### src/design/psmc_defines.vh
`ifndef PSMC_DEFINES_VH
`define PSMC_DEFINES_VH

// Register byte offsets
`define PSMC_OFS_CTRL     8'h00
`define PSMC_OFS_WAKE     8'h04
`define PSMC_OFS_SCR0     8'h08
`define PSMC_OFS_SCR1     8'h0C
`define PSMC_OFS_RCAUSE   8'h10
`define PSMC_OFS_STATUS   8'h14
`define PSMC_OFS_CFG      8'h18

// Deep sleep control fields
`define PSMC_CTRL_ARM     15
`define PSMC_CTRL_BOR     1
`define PSMC_CTRL_HOLD    0
// Reset cause field
`define PSMC_RC_DEEP      10
// Wake source flag fields
`define PSMC_WK_INT0      0
`define PSMC_WK_DEEP_SLEEP_WATCHDOG     1
`define PSMC_WK_CAL       2
`define PSMC_WK_MASTER_CLEAR_PIN      3
`define PSMC_WK_POR       4
// Configuration fields
`define PSMC_CFG_WDTEN    0
`define PSMC_CFG_CALEN    1
`define PSMC_CFG_CALRC    2
`define PSMC_CFG_WDTRC    3
`define PSMC_CFG_CLOCK_FAIL_MONITOR     4
`define PSMC_CFG_INT0EN   5
`define PSMC_CFG_INT0POL  6

// Power-save operands
`define PSMC_OP_SLEEP     1'b0
`define PSMC_OP_IDLE      1'b1

// Arm window: one instruction cycle, two clocks per instruction
`define PSMC_TCY_NS       16
`define PSMC_CLK_NS       8
`define PSMC_ARM_CYC      2'h2
// Exit reset sequence length in clocks
`define PSMC_POR_CYC      8'h10

`endif

### src/design/psmc_power_save_mode_controller.v
`timescale 1ns/1ps
`include "psmc_defines.vh"

// Summary of operation
// - Sleep entry stops the system clock, its oscillator, and execution.
// - In Sleep pin directions and outputs stay frozen at entry values.
// - In Sleep the RC clock runs if watchdog or calendar use it.
// - Watchdog counter is cleared on entry to Sleep and to Idle.
// - Sleep or Idle end on enabled interrupt, reset or watchdog time-out.
// - Sleep wake restarts with the clock source selected at entry.
// - Idle stops the processor; system clock and peripherals keep running.
// - In Idle the RC clock runs if watchdog or clock monitor enabled.
// - Idle wake restores processor clock and resumes at once.
// - Interrupt during the instruction is held, then wakes right after entry.
// - Deep Sleep stops clocks, peripherals, freezes pins, powers memories off.
// - Arm bit clears if Sleep instruction misses one-instruction window.
// - Arm bit clears automatically on Deep Sleep exit.
// - Setting the arm bit clears all wake source flags.
// - Deep exit on power-on, deep watchdog, calendar alarm, or master clear low.
// - Interrupt 0 wakes Deep Sleep if enabled, at polarity, on a change.
// - Pending interrupts are discarded on Deep Sleep entry.
// - Deep exit is a power-on reset; calendar, scratch, watchdog bit kept.
// - Wake events during the exit reset sequence are ignored, not recorded.
// - Deep exit sets exit flag in reset cause, runs from reset vector.
// - Brownout during Deep Sleep sets the brownout event bit.
// - Both scratch registers keep contents through Deep Sleep and exit reset.
// - Pins stay held after Deep Sleep wake until firmware clears the hold bit.
// - Sleep instruction enters Deep Sleep with arm set, Sleep otherwise.
module psmc_power_save_mode_controller (
  input  wire        clk,
  input  wire        sys_rst,
  input  wire        psel,
  input  wire        penable,
  input  wire        pwrite,
  input  wire [7:0]  paddr,
  input  wire [31:0] pwdata,
  output reg  [31:0] prdata,
  output reg         pready,
  output reg         pslverr,
  input  wire        saveInstr,
  input  wire        saveOperand,
  input  wire        irqPending,
  input  wire        wdtTimeout,
  input  wire        deepWdtTimeout,
  input  wire        calAlarm,
  input  wire        masterClearN,
  input  wire        supplyPor,
  input  wire        brownout,
  input  wire        int0Pin,
  output reg         cpuRun,
  output reg         sysClkOn,
  output reg         oscOn,
  output reg         periphClkOn,
  output reg         lowPowerRcOn,
  output reg         ioFreeze,
  output reg         memPowerOn,
  output reg         wdtClear,
  output reg         irqDiscard,
  output reg         wakeToIsr,
  output reg         devicePorRst,
  output reg  [2:0]  clkSelRestore
);

  localparam [5:0] ST_RUN   = 6'h01;
  localparam [5:0] ST_SLEEP = 6'h02;
  localparam [5:0] ST_IDLE  = 6'h04;
  localparam [5:0] ST_DEEP  = 6'h08;
  localparam [5:0] ST_POR   = 6'h10;
  localparam [5:0] ST_WAKE  = 6'h20;

  reg [5:0]  state_q;
  reg [5:0]  state_d;
  reg        arm_q;
  reg [1:0]  armCnt_q;
  reg        bor_q;
  reg        hold_q;
  reg [4:0]  wake_q;
  reg [31:0] scr0_q;
  reg [31:0] scr1_q;
  reg        deepExit_q;
  reg [6:0]  cfg_q;
  reg [2:0]  clkSel_q;
  reg        int0Prev_q;
  reg [7:0]  porCnt_q;
  reg [31:0] rdMux;

  // One register decoder shared by every write path
  function regHit;
    input [7:0] a;
    input [7:0] ofs;
    begin
      regHit = (a == ofs);
    end
  endfunction

  // Out-of-map or unaligned offsets answer with an error and read as 0
  function badAddr;
    input [7:0] a;
    begin
      badAddr = (a > `PSMC_OFS_CFG) | (a[1:0] != 2'h0);
    end
  endfunction

  wire access   = psel & penable & pready;
  wire wrAcc    = access & pwrite;
  wire wrCtrl   = wrAcc & regHit(paddr, `PSMC_OFS_CTRL);
  wire wrScr0   = wrAcc & regHit(paddr, `PSMC_OFS_SCR0);
  wire wrScr1   = wrAcc & regHit(paddr, `PSMC_OFS_SCR1);
  wire wrCfg    = wrAcc & regHit(paddr, `PSMC_OFS_CFG);
  wire wrRcause = wrAcc & regHit(paddr, `PSMC_OFS_RCAUSE);
  wire wrStatus = wrAcc & regHit(paddr, `PSMC_OFS_STATUS);
  wire armSet   = wrCtrl & pwdata[`PSMC_CTRL_ARM] & ~arm_q;
  wire wakeLite = irqPending | wdtTimeout | supplyPor | ~masterClearN;
  wire int0Hit  = cfg_q[`PSMC_CFG_INT0EN] & (int0Pin != int0Prev_q) &
                  (int0Pin == cfg_q[`PSMC_CFG_INT0POL]);
  wire [4:0] deepEv = {supplyPor, ~masterClearN,
                       calAlarm & cfg_q[`PSMC_CFG_CALEN],
                       deepWdtTimeout, int0Hit};
  wire rcNeedSleep = (cfg_q[`PSMC_CFG_WDTEN] & cfg_q[`PSMC_CFG_WDTRC]) |
                     (cfg_q[`PSMC_CFG_CALEN] & cfg_q[`PSMC_CFG_CALRC]);
  wire rcNeedIdle  = cfg_q[`PSMC_CFG_WDTEN] | cfg_q[`PSMC_CFG_CLOCK_FAIL_MONITOR];
  // Deep Sleep entry and exit events, shared by the flag and mode logic
  wire enterDeep = state_q[0] & saveInstr &
                   (saveOperand == `PSMC_OP_SLEEP) & arm_q;
  wire exitDeep  = state_q[3] & (|deepEv);

  // Combined one-hot state decode used by the ioFreeze output
  function isLowPower;
    input [5:0] s;
    begin
      isLowPower = s[1] | s[2] | s[3];
    end
  endfunction

  // APB slave, zero wait states
  always @(posedge clk) begin
    if (sys_rst) begin
      pready  <= 1'b0;
      pslverr <= 1'b0;
      prdata  <= 32'h00000000;
    end else begin
      pready  <= psel & ~penable;
      pslverr <= 1'b0;
      if (psel & ~penable) begin
        prdata  <= rdMux;
        pslverr <= badAddr(paddr);
      end
    end
  end

  always @* begin
    rdMux = 32'h00000000;
    case (paddr)
      `PSMC_OFS_CTRL: begin
        rdMux[`PSMC_CTRL_ARM]  = arm_q;
        rdMux[`PSMC_CTRL_BOR]  = bor_q;
        rdMux[`PSMC_CTRL_HOLD] = hold_q;
      end
      `PSMC_OFS_WAKE:   rdMux[4:0] = wake_q;
      `PSMC_OFS_SCR0:   rdMux = scr0_q;
      `PSMC_OFS_SCR1:   rdMux = scr1_q;
      `PSMC_OFS_RCAUSE: rdMux[`PSMC_RC_DEEP] = deepExit_q;
      `PSMC_OFS_STATUS: rdMux[5:0] = state_q;
      `PSMC_OFS_CFG:    rdMux[6:0] = cfg_q;
      default:          rdMux = 32'h00000000;
    endcase
  end

  // Retained across deep exit: only sys_rst (true power-on) clears these
  always @(posedge clk) begin
    if (sys_rst) begin
      scr0_q <= 32'h00000000;
      scr1_q <= 32'h00000000;
      cfg_q  <= 7'h00;
    end else begin
      if (wrScr0 & ~state_q[4]) begin
        scr0_q <= pwdata;
      end
      if (wrScr1 & ~state_q[4]) begin
        scr1_q <= pwdata;
      end
      if (wrCfg) begin
        cfg_q <= pwdata[6:0];
      end
    end
  end

  // Next mode; ioFreeze decodes it and the other outputs repeat its conditions, so they change with the mode itself
  always @* begin
    state_d = state_q;
    case (state_q)
      ST_RUN: begin
        if (saveInstr) begin
          if (saveOperand == `PSMC_OP_IDLE) begin
            state_d = ST_IDLE;
          end else if (arm_q) begin
            state_d = ST_DEEP;
          end else begin
            state_d = ST_SLEEP;
          end
        end
      end
      ST_SLEEP, ST_IDLE: begin
        if (wakeLite) begin
          state_d = ST_WAKE;
        end
      end
      ST_DEEP: begin
        if (|deepEv) begin
          state_d = ST_POR;
        end
      end
      ST_POR: begin
        if (porCnt_q == 8'h00) begin
          state_d = ST_WAKE;
        end
      end
      ST_WAKE: state_d = ST_RUN;
      default: state_d = ST_RUN;
    endcase
  end

  // Arm bit and its window. A stray set that no Sleep instruction follows
  // must not linger, or a much later Sleep would fall into Deep Sleep.
  always @(posedge clk) begin
    if (sys_rst) begin
      arm_q    <= 1'b0;
      armCnt_q <= 2'h0;
    end else begin
      if (armSet) begin
        arm_q    <= 1'b1;
        armCnt_q <= 2'h0;
      end else if (wrCtrl & ~pwdata[`PSMC_CTRL_ARM]) begin
        arm_q <= 1'b0;
      end else if (arm_q & state_q[0] & ~saveInstr) begin
        if (armCnt_q == `PSMC_ARM_CYC) begin
          arm_q <= 1'b0;
        end else begin
          armCnt_q <= armCnt_q + 2'h1;
        end
      end
      if (exitDeep) begin
        arm_q <= 1'b0;
      end
    end
  end

  // Status flags. Hardware sets follow the firmware clears, so a set in
  // the same cycle as a clear wins.
  always @(posedge clk) begin
    if (sys_rst) begin
      bor_q      <= 1'b0;
      hold_q     <= 1'b0;
      wake_q     <= 5'h00;
      deepExit_q <= 1'b0;
      int0Prev_q <= 1'b0;
    end else begin
      int0Prev_q <= int0Pin;
      if (armSet) begin
        wake_q <= 5'h00;
      end
      if (wrCtrl & ~pwdata[`PSMC_CTRL_HOLD]) begin
        hold_q <= 1'b0;
      end
      if (wrCtrl & ~pwdata[`PSMC_CTRL_BOR]) begin
        bor_q <= 1'b0;
      end
      if (wrRcause & ~pwdata[`PSMC_RC_DEEP]) begin
        deepExit_q <= 1'b0;
      end
      if (enterDeep) begin
        hold_q <= 1'b1;
      end
      if (state_q[3] & brownout) begin
        bor_q <= 1'b1;
      end
      if (exitDeep) begin
        wake_q     <= wake_q | deepEv;
        deepExit_q <= 1'b1;
      end
    end
  end

  always @(posedge clk) begin
    if (sys_rst) begin
      state_q       <= ST_RUN;
      clkSel_q      <= 3'h0;
      porCnt_q      <= 8'h00;
      cpuRun        <= 1'b1;
      sysClkOn      <= 1'b1;
      oscOn         <= 1'b1;
      periphClkOn   <= 1'b1;
      lowPowerRcOn  <= 1'b0;
      ioFreeze      <= 1'b0;
      memPowerOn    <= 1'b1;
      wdtClear      <= 1'b0;
      irqDiscard    <= 1'b0;
      wakeToIsr     <= 1'b0;
      devicePorRst  <= 1'b0;
      clkSelRestore <= 3'h0;
    end else begin
      state_q    <= state_d;
      wdtClear   <= 1'b0;
      irqDiscard <= 1'b0;
      wakeToIsr  <= 1'b0;
      // Decoded from the next mode so pins freeze on the entry edge itself
      ioFreeze <= hold_q | isLowPower(state_d) & ~state_d[2];
      case (state_q)
        ST_RUN: begin
          if (saveInstr) begin
            clkSel_q <= clkSelRestore;
            wdtClear <= 1'b1;
            cpuRun   <= 1'b0;
            if (saveOperand == `PSMC_OP_IDLE) begin
              lowPowerRcOn <= rcNeedIdle;
            end else if (arm_q) begin
              sysClkOn     <= 1'b0;
              oscOn        <= 1'b0;
              periphClkOn  <= 1'b0;
              memPowerOn   <= 1'b0;
              irqDiscard   <= 1'b1;
              lowPowerRcOn <= rcNeedSleep;
            end else begin
              sysClkOn     <= 1'b0;
              oscOn        <= 1'b0;
              periphClkOn  <= 1'b0;
              lowPowerRcOn <= rcNeedSleep;
            end
          end
        end
        // Coincident interrupt stays pending and wakes on the next cycle
        ST_SLEEP, ST_IDLE: begin
          if (wakeLite) begin
            sysClkOn    <= 1'b1;
            oscOn       <= 1'b1;
            periphClkOn <= 1'b1;
            wakeToIsr   <= irqPending;
            lowPowerRcOn <= 1'b0;
          end
        end
        ST_DEEP: begin
          if (exitDeep) begin
            porCnt_q     <= `PSMC_POR_CYC;
            devicePorRst <= 1'b1;
            memPowerOn   <= 1'b1;
          end
        end
        ST_POR: begin
          // Events here are dropped, so flags name only the true wake cause
          if (porCnt_q == 8'h00) begin
            devicePorRst <= 1'b0;
            sysClkOn     <= 1'b1;
            oscOn        <= 1'b1;
            periphClkOn  <= 1'b1;
            lowPowerRcOn <= 1'b0;
          end else begin
            porCnt_q <= porCnt_q - 8'h01;
          end
        end
        ST_WAKE: begin
          cpuRun        <= 1'b1;
          clkSelRestore <= clkSel_q;
        end
        // Unreachable code; the mode falls back to Run, so restart the core
        default: cpuRun <= 1'b1;
      endcase
      if (wrStatus & state_q[0]) begin
        clkSelRestore <= pwdata[2:0];
      end
    end
  end

endmodule

### config.mk
export PLATFORM = sky130hd
export DESIGN_NAME = psmc_power_save_mode_controller
export DESIGN_NICKNAME = d
export VERILOG_FILES = /design/src/design/psmc_power_save_mode_controller.v
export VERILOG_INCLUDE_DIRS = /design/src /design/src/design
export SDC_FILE = /design/constraint.sdc
export NUM_CORES = 1
export LEC_CHECK = 0
export BUFFER_PORTS_ARGS = -buffer_cell sky130_fd_sc_hd__buf_2
export CAP_MARGIN = 20
export CORE_MARGIN = 2
export CORE_UTILIZATION = 39
export CTS_BUF_LIST = sky130_fd_sc_hd__clkbuf_8
export DETAILED_ROUTE_END_ITERATION = 10
export PLACE_DENSITY = 0.57
export SLEW_MARGIN = 10
export SYNTH_ARGS = -nofsm -noshare
export SYNTH_HDL_FRONTEND = slang
export SYNTH_SLANG_ARGS = --single-unit
### constraint.sdc
create_clock -name clk -period 4.8 [get_ports clk]
set_input_delay 1.44 -clock clk [delete_from_list [all_inputs] [get_ports clk]]
set_output_delay 1.44 -clock clk [all_outputs]
set_load 0.02 [all_outputs]
# --- Word level (Yosys, flattened, before mapping) ---
# Index checks and enable logic that the tools add are counted.
totals:
  ff_bits: 146
  inputBits: 55
  out_inout_bits: 48
  word_cells: 198
op_classes:
  addsub: 2
  magnitude_cmp: 1
  eq_ne: 23
  n_mux: 53
  bitwise: 60
  reduce_logical: 32
ops:
  columns: ["op", "n"]
  rows:
  - ["bitwise AND 1 bit", 32]
  - ["case mux 16 bit (2 select lines)", 1]
  - ["two-way mux 1 bit", 25]
  - ["== test 8 x 5 -> 1 bit (second input constant)", 3]
  - ["two-way mux 6 bit", 4]
  - ["case mux 6 bit (4 select lines)", 1]
  - ["inverter 1 bit", 18]
  - ["== test 8 x 4 -> 1 bit (second input constant)", 2]
  - ["logical NOT 8 bit", 2]
  - ["two-way mux 8 bit", 2]
  - ["!= test 2 bit (second input constant)", 8]
  - ["case mux 8 bit (2 select lines)", 1]
  - ["nonzero test 2 bit", 8]
  - ["case mux 1 bit (3 select lines)", 5]
  - ["case mux 3 bit (5 select lines)", 1]
  - ["case mux 2 bit (6 select lines)", 1]
  - ["two-way mux 5 bit", 2]
  - ["AND reduction 5 bit", 2]
  - ["OR reduction 2 bit", 5]
  - ["bitwise OR 1 bit", 9]
  - ["AND reduction 3 bit", 3]
  - ["nonzero test 3 bit", 3]
  - ["== test 8 x 3 -> 1 bit (second input constant)", 1]
  - ["> comparator 8 x 5 -> 1 bit (second input constant)", 1]
  - ["other kinds (23)", 31]

# --- Longest topological paths before layout ---
# Gate-level depths: netlist of run 1.
logic_depth:
  word_depth: 10
  ltp_mapped: 8
  mapped_depth_nobuf: 6

# --- Worst setup path after synthesis of run 1 ---
# Ideal clock, no wire load.
synth_timing:
  path_kind: "input port to flip-flop"
  from: "input port paddr[2]"
  to: "register wake_q[2]"
  setup_time_ns: 0.115
  t_arrival_ns: 2.903
  required_time_ns: 4.685
  slack_ns: 1.782
  stages: 5
  n_path_buf: 0
  path_cell_list: "or4_4 -> or4_4 -> nor3b_4 -> a21o_4 -> nor2_1"
synth_via:
  elab_chain_len: 5
synth_lines:
  columns: ["item", "line", "source"]
  rows:
  - ["start, declared", "psmc_power_save_mode_controller.v:35", "input wire [7:0] paddr,"]
  - ["logical NOT 8 bit", "psmc_power_save_mode_controller.v:92", "regHit = (a == ofs);"]
  - ["bitwise AND 1 bit", "psmc_power_save_mode_controller.v:106", "wire wrCtrl = wrAcc & regHit(paddr, `PSMC_OFS_CTRL);"]
  - ["bitwise AND 1 bit (2 in a row)", "psmc_power_save_mode_controller.v:112", "wire armSet = wrCtrl & pwdata[`PSMC_CTRL_ARM] & ~arm_q;"]
  - ["nonzero test 2 bit (no source line)", null, null]
  - ["end signal, assigned", "psmc_power_save_mode_controller.v:278", "wake_q <= wake_q | deepEv;"]
  - ["end, declared", "psmc_power_save_mode_controller.v:77", "reg [4:0] wake_q;"]
# Every way passes these cells.
# A chain may end at the register's enable or synchronous reset.

# --- Final worst setup path of run 1 ---
layout_timing:
  from: "input port paddr[3]"
  to: "register scr0_q[26]"
layout_via:
  elab_chain_len: 3
layout_lines:
  columns: ["item", "line", "source"]
  rows:
  - ["== test 8 x 4 -> 1 bit", "psmc_power_save_mode_controller.v:92", null]
  - ["bitwise AND 1 bit", "psmc_power_save_mode_controller.v:107", "wire wrScr0 = wrAcc & regHit(paddr, `PSMC_OFS_SCR0);"]
  - ["bitwise AND 1 bit", "psmc_power_save_mode_controller.v:176", "if (wrScr0 & ~state_q[4]) begin"]
  - ["end signal, assigned", "psmc_power_save_mode_controller.v:177", "scr0_q <= pwdata;"]
  - ["end, declared", "psmc_power_save_mode_controller.v:78", "reg [31:0] scr0_q;"]
# Every way passes these cells.

==> out/results.tsv, run 1 <==
metric	value	unit
Root Driver	clkbuf_8	
worst-skew pair later-pin latency	0.45	ns
gpl congestion	0.8156	
DRC	0	
area of the mapped netlist	6165	µm²
area grow syn2layout	16.26	%
crit path kind	primary input to flop	
First-pass DRT Iterations	5	
Crit Path Max Fanout	23	
Post-DP Area	6765	µm²
ANT nets after route	0	
FF-to-FF path depth	4	
Primary FF master, synth	dfxtp_1	
port buffer count	102	
worst hold path type	flop to flop	
fin crit share	66.33	%
RSZ-0062 raised after global routing	no	
layout cells sized above 1	18.94	%
Final Hold Fails	0	
# clock sinks	146	
Leakage	2.654	nW
Seq/Total Area, Yosys	47.41	%
Cell Rows	45	
status	completed	
Buf/Inv on CP	2	
die width	129.7	µm
Initial Util	40.25	%
WL final	17200	µm
Chip Height	129.7	µm
number of global-route vias before repair	5270	
crit path setup slack, layout	1.616	ns
Worst-Margin Slew	0.9836	ns
Fin Hold WS	0.4578	ns
CP peak stage delay	0.48	ns
CTS tree	done	
total track usage	20.66	%
WL/cell	16.53	µm
WHS Path Cells	2	
Num CTS Buffers	17	
cts repair resizes	0	
num ports	103	
Pwr Density	327.8	nW/µm²
crit start category	primary input	
EDFF count, synth	0	
delay-heaviest family, CP	simple AND/OR/NAND/NOR gates	
Max-cap violations	0	
Core Footprint	15310	µm²
H-Tree Depth	4	
synth top area cells	dfxtp_1 47%, nand2_1 10%, a21oi_1 8.1%	
Multi-input gate area	2952	µm²
register bit total from synthesis	146	
Yosys warnings	0	
Req. time, crit path	5.17	ns
die footprint	16830	µm²
Final Setup Violations	0	
syn nets	804	
synthesized instance count	747	
fin nets	873	
Syn Area/Cell	8.253	µm²
Vias/cell	5.357	
vias	5571	
DRT iter0 DRCs	409	
clk slew on worst S/H paths	0.08	ns
first-pass GRT wire length	27120	µm
cell repeated most along the worst path	and2_1	
final instance area	7167	µm²
minimum clock period	3.184	ns
hold_buf cts	0	
initial antenna violation count	0	
postcts setup bufs	0	
Rel. slew slack	34.14	%
asr flop ratio synth	0	%
Max Clock Skew	0.01463	ns
most frequent cell after synthesis	nand2_1	
grt ovf	0	
cells along the critical path	buf_2, nor2b_1, and2_1, and2_1, buf_4, nand2_1, a21oi_1	
Fillers	1564	
pin count of the biggest net entering global routing	71	
Fmax achieved	314.1	MHz
crit end category	flop	
DPL Wire Length	11830	µm
Synth top area share	47.41	%
area leader, netlist	dfxtp_1	
VDD IR max	208.1	µV
Final Slew Violations	0	
slowest library cell on the worst path	and2_1	
Yosys cell types	66	
clock buffer depth	2	
pre-CTS setup slack	1.148	ns
most frequent cells after synthesis	166 x nand2_1, 146 x dfxtp_1, 100 x a21oi_1	
Critical Path Stages	7	
CP arrival	3.55	ns
ant diodes	0	
Seq. cell area	2923	µm²
final setup TNS	0	ns
-- layer usage --
metal | GRT usage, % | up-vias | wire [µm]
li1 | - | 2762 | -
met1 | 26.57 | 2643 | 7785
met2 | 34.52 | 151 | 8313
met3 | 5.084 | 15 | 890
met4 | 6.135 | 0 | 206
met5 | 0 | - | 0
-- metrics by stage --
stage | instances | util [%] | power, mW
after global routing | 1040 | 46.80 | 2.441
after CTS | 1040 | 46.80 | 2.378
after floorplan | 747 | - | 1.335
final | 1040 | 46.80 | 2.349
after detailed placement | 1008 | 44.17 | 1.397
after global placement | 1007 | 44.00 | 1.395
-- placed cells by master (no fill, tap or decap), types with 3 or more instances in the layout --
cell type	netlist	routed
buf_2	13	101
dfxtp_1	146	146
nor2_1	54	54
a22oi_1	35	35
nor3_1	9	9
clkinv_2	0	4
a22o_1	3	3
a211oi_1	3	3
nand4_1	5	5
xor2_1	3	3
nand4b_1	4	4
buf_4	4	8
inv_1	9	11
clkinv_4	0	3
nand3_1	10	10
nand2_1	166	166
and2_1	2	4
a21oi_1	100	100
and3_1	7	7
a2bb2oi_1	23	23
clkbuf_8	0	17
nand2b_1	3	3
bufinv_16	0	3
nor2b_1	8	8
o31ai_1	7	7
mux2i_1	7	7
or4_1	7	7
or3_1	6	6
mux2_2	3	3
o21ai_0	20	20
-- state kept, by name, indices dropped and copies added, names as in the netlist, 2 cells and up --
| register | cells |
|---|---|
| armCnt_q | 2 |
| cfg_q | 7 |
| clkSelRestore | 3 |
| clkSel_q | 3 |
| porCnt_q | 8 |
| prdata | 32 |
| scr0_q | 32 |
| scr1_q | 32 |
| state_q | 6 |
| wake_q | 5 |
-- final timing paths --
path                                 start          end  slack (ns)
worst max-delay path              paddr[3]   scr0_q[26]        1.62
worst min-delay path            scr0_q[21]   scr0_q[21]        0.46
worst max register to register  state_q[3]  porCnt_q[4]        2.37
worst min register to register  scr0_q[21]   scr0_q[21]        0.46
-- logic make-up after synthesis --
logic type | share of synthesized area [%]
simple gates | 22.63
buf+inv | 4.709
compound gates | 21.90
mux | 2.233
fa+ha+maj | 0.4059
xor+xnor | 0.7105
flops | 47.41
-- cell type report --
| class | instances | area share (%) |
|---|---|---|
| multi-input cells | 532 | 41.18 |
| flip-flops and latches | 146 | 40.78 |
| repair buffers | 110 | 8.275 |
| well taps | 211 | 3.684 |
| clock buffers | 17 | 3.265 |
| clock inverters | 15 | 2.339 |
| inverters | 9 | 0.4714 |
-- tightest hold or removal path, cell delays in order (launching register included) --
cell and delay, ns:
dfxtp_1 0.31, nand2_1 0.05, a21oi_1 0.05
-- where the power goes --
part / internal (mW) / switching, mW
combinational: 0.0454 / 0.0952
sequential: 1.22 / 0.0104
clock: 0.509 / 0.471
(Power assumes the default switching activity.)
==> run 2: changes to the inputs <==
Settings changed: ABC_AREA from default to 1.
Clock period 4.8 ns to 3.2 ns, I/O delays scaled along.
==> run 2 against run 1 <==
  * Clock skew shrank 0.0060 ns
  * Final area grew 2.9%
  * Combinational power grew 140%
  * Clock power grew 58%
  * Global-route usage shrank 0.52 points
  * Die area grew 3.0%
  * Worst hold slack lost 0.0028 ns
  * Via count grew 3.4%
  * Critical path type unchanged
  * Register-to-register slack lost 0.99 ns
  * Synthesized cell count grew 17%
  * Non-clock buffer count grew 1
  * Power grew 61%
==> out/results.tsv, run 2 <==
metric	value	unit	change
Seq/Total Area, Yosys	45.98	%	-1.4 points
DRT iter0 DRCs	427		+4.4%
xor/xnor share of the synthesized area	0.6890	%	-0.021 points
gpl congestion	0.8273		+1.4%
Power Total	3.780	mW	+61%
EDFF count, synth	0		unchanged
die width	131.7	µm	+1.5%
total track usage	20.14	%	-0.52 points
postcts setup bufs	0		unchanged
Fin Hold WS	0.4550	ns	-0.002806 ns
CTS tree	done		
first-pass GRT wire length	27680	µm	+2.1%
worst-skew pair later-pin latency	0.47	ns	+0.02 ns
asr flop ratio synth	0	%	unchanged
area leader, netlist	dfxtp_1		
crit path kind	primary input to flop		
H-Tree Depth	4		unchanged
area of the mapped netlist	6356	µm²	+3.1%
mux contribution to synthesized area	0	%	-2.2 points
Synth top area share	45.98	%	-1.4 points
Req. time, crit path	3.60	ns	-1.57 ns
clock buffer depth	2		unchanged
Yosys warnings	0		unchanged
Pwr Density	512.6	nW/µm²	+56%
Seq. cell area	2923	µm²	unchanged
layout cells sized above 1	17.99	%	-0.95 points
Largest regs	prdata: 32 flops, scr0_q: 32 flops, scr1_q: 32 flops		
post-synthesis adder-cell area fraction	0.3937	%	-0.012 points
First-pass DRT Iterations	5		unchanged
worst hold path type	flop to flop		
Final Hold Fails	0		unchanged
Post-DP Area	6959	µm²	+2.9%
status	completed		
Root Driver	clkbuf_8		
crit path setup slack, layout	1.065	ns	-0.5507 ns
pre-CTS setup slack	0.5584	ns	-0.5893 ns
grt ovf	0		unchanged
vias	5759		+3.4%
fin crit share	66.70	%	
pin count of the biggest net entering global routing	42		-41%
die footprint	17330	µm²	+3.0%
Vias/cell	4.844		-9.6%
Max Clock Skew	0.008593	ns	-0.006040 ns
port buffer count	102		unchanged
Yosys cell types	39		-41%
Crit Path Max Fanout	28		+22%
Fillers	1729		+11%
Chip Height	131.7	µm	+1.5%
VDD IR max	243.3	µV	+17%
Rel. slew slack	50.23	%	+16 points
Syn Area/Cell	7.289	µm²	-12%
Max-cap violations	0		unchanged
Fmax achieved	468.5	MHz	
WL/cell	14.20	µm	-14%
CP arrival	2.53	ns	-1.02 ns
Num CTS Buffers	17		unchanged
final instance area	7375	µm²	+2.9%
Cell Rows	46		+2.2%
number of global-route vias before repair	5296		+0.49%
RSZ-0062 raised after global routing	no		
largest family of logic cells by synthesized area	simple AND/OR/NAND/NOR gates		
Simple-Gate Fraction of Synth Area	26.69	%	+4.1 points
DRC	0		unchanged
Final Setup Violations	0		unchanged
number of instances in the placed design	1157		+15%
Initial Util	40.01	%	-0.24 points
most frequent cells after synthesis	171 x nor2_1, 146 x dfxtp_1, 137 x nand2_1		
ant diodes	0		unchanged
crit end category	flop		
Final Instance Count excl. Fillers	1189		+14%
cts repair resizes	0		unchanged
fin nets	1017		+16%
synth top area cells	dfxtp_1 46%, nor2_1 10%, nand2_1 8.1%		
num ports	103		unchanged
crit start category	primary input		
Layout Utilization	46.42	%	-0.37 points
Worst-Margin Slew	0.7455	ns	-0.2382 ns
Final Slew Violations	0		unchanged
Multi-input gate area	2798	µm²	-5.2%
highest-count cells in the layout ignoring fill and taps	170 x nor2_1, 146 x dfxtp_1, 137 x nand2_1, 102 x buf_2, 88 x inv_1		
DPL Wire Length	11590	µm	-2.0%
synthesized instance count	872		+17%
most frequent cell after synthesis	nor2_1		
Core Footprint	15890	µm²	+3.7%
WL final	16880	µm	-1.8%
register bit total from synthesis	146		unchanged
final setup TNS	0	ns	unchanged
most common cell after layout, fill and taps aside	nor2_1		
Synth Area in Compound Gates	16.12	%	-5.8 points
# clock sinks	146		unchanged
ANT nets after route	0		unchanged
clk slew on worst S/H paths	0.09	ns	about the same
Leakage	3.164	nW	+19%
minimum clock period	2.135	ns	
syn nets	929		+16%
area grow syn2layout	16.02	%	
Primary FF master, synth	dfxtp_1		
hold_buf cts	0		unchanged
initial antenna violation count	0		unchanged
## run 2: changes by cell type after synthesis, moves of 35 or more
cell     previous run  this run
inv_1               9        89
a22oi_1            35         0
o21ai_0            20        84
a21oi_1           100        49
nand3_1            10        55
nor2_1             54       171
## run 2: final timing paths
check,start,end,slack [ns],depth (start not counted)
setup reg to reg,pready,scr1_q[11],1.38,7
hold / removal,scr0_q[3],scr0_q[3],0.45,2
hold reg to reg,scr0_q[3],scr0_q[3],0.45,2
setup / recovery,paddr[0],scr1_q[11],1.07,11
## run 2: metal layers
layer  vias to the layer above  global-route usage, %  wire (µm)
met4                         0                  6.341        227
met1                      2596                  28.05       8291
met2                       153                  30.98       7416
met5                         -                      0          0
met3                        20                  4.514        943
li1                       2990                      -          -
## run 2: cell families after synthesis
family	count (synthesis)
buffers and inverters	139
xor gates and xnor gates	5
AOI/OAI and AO/OA	187
adders and majority gates	2
and+or+nand+nor	393
DFF	146
## run 2: cell type report
type                       instances  area share [%]
clock buffer                      17           3.173
clock inverter                    15           2.460
inverter                          97           5.124
multi-input combinational        587           37.94
sequential                       146           39.63
tap                              216           3.665
timing repair buffer             111           8.008
## run 2: worst max-delay path, stage by stage
cell and delay [ns]:
buf_2 0.10, inv_1 0.06, nand2_2 0.12, nor2_2 0.16, nand2_4 0.11, inv_6 0.22
nand2_2 0.09, inv_2 0.25, buf_4 0.27, nor2_1 0.06, nor2_1 0.11
## run 2: report_power, final
part | internal (mW) | switching [mW]
Clock | 0.780 | 0.772
Sequential | 1.86 | 0.0279
Combinational | 0.116 | 0.229
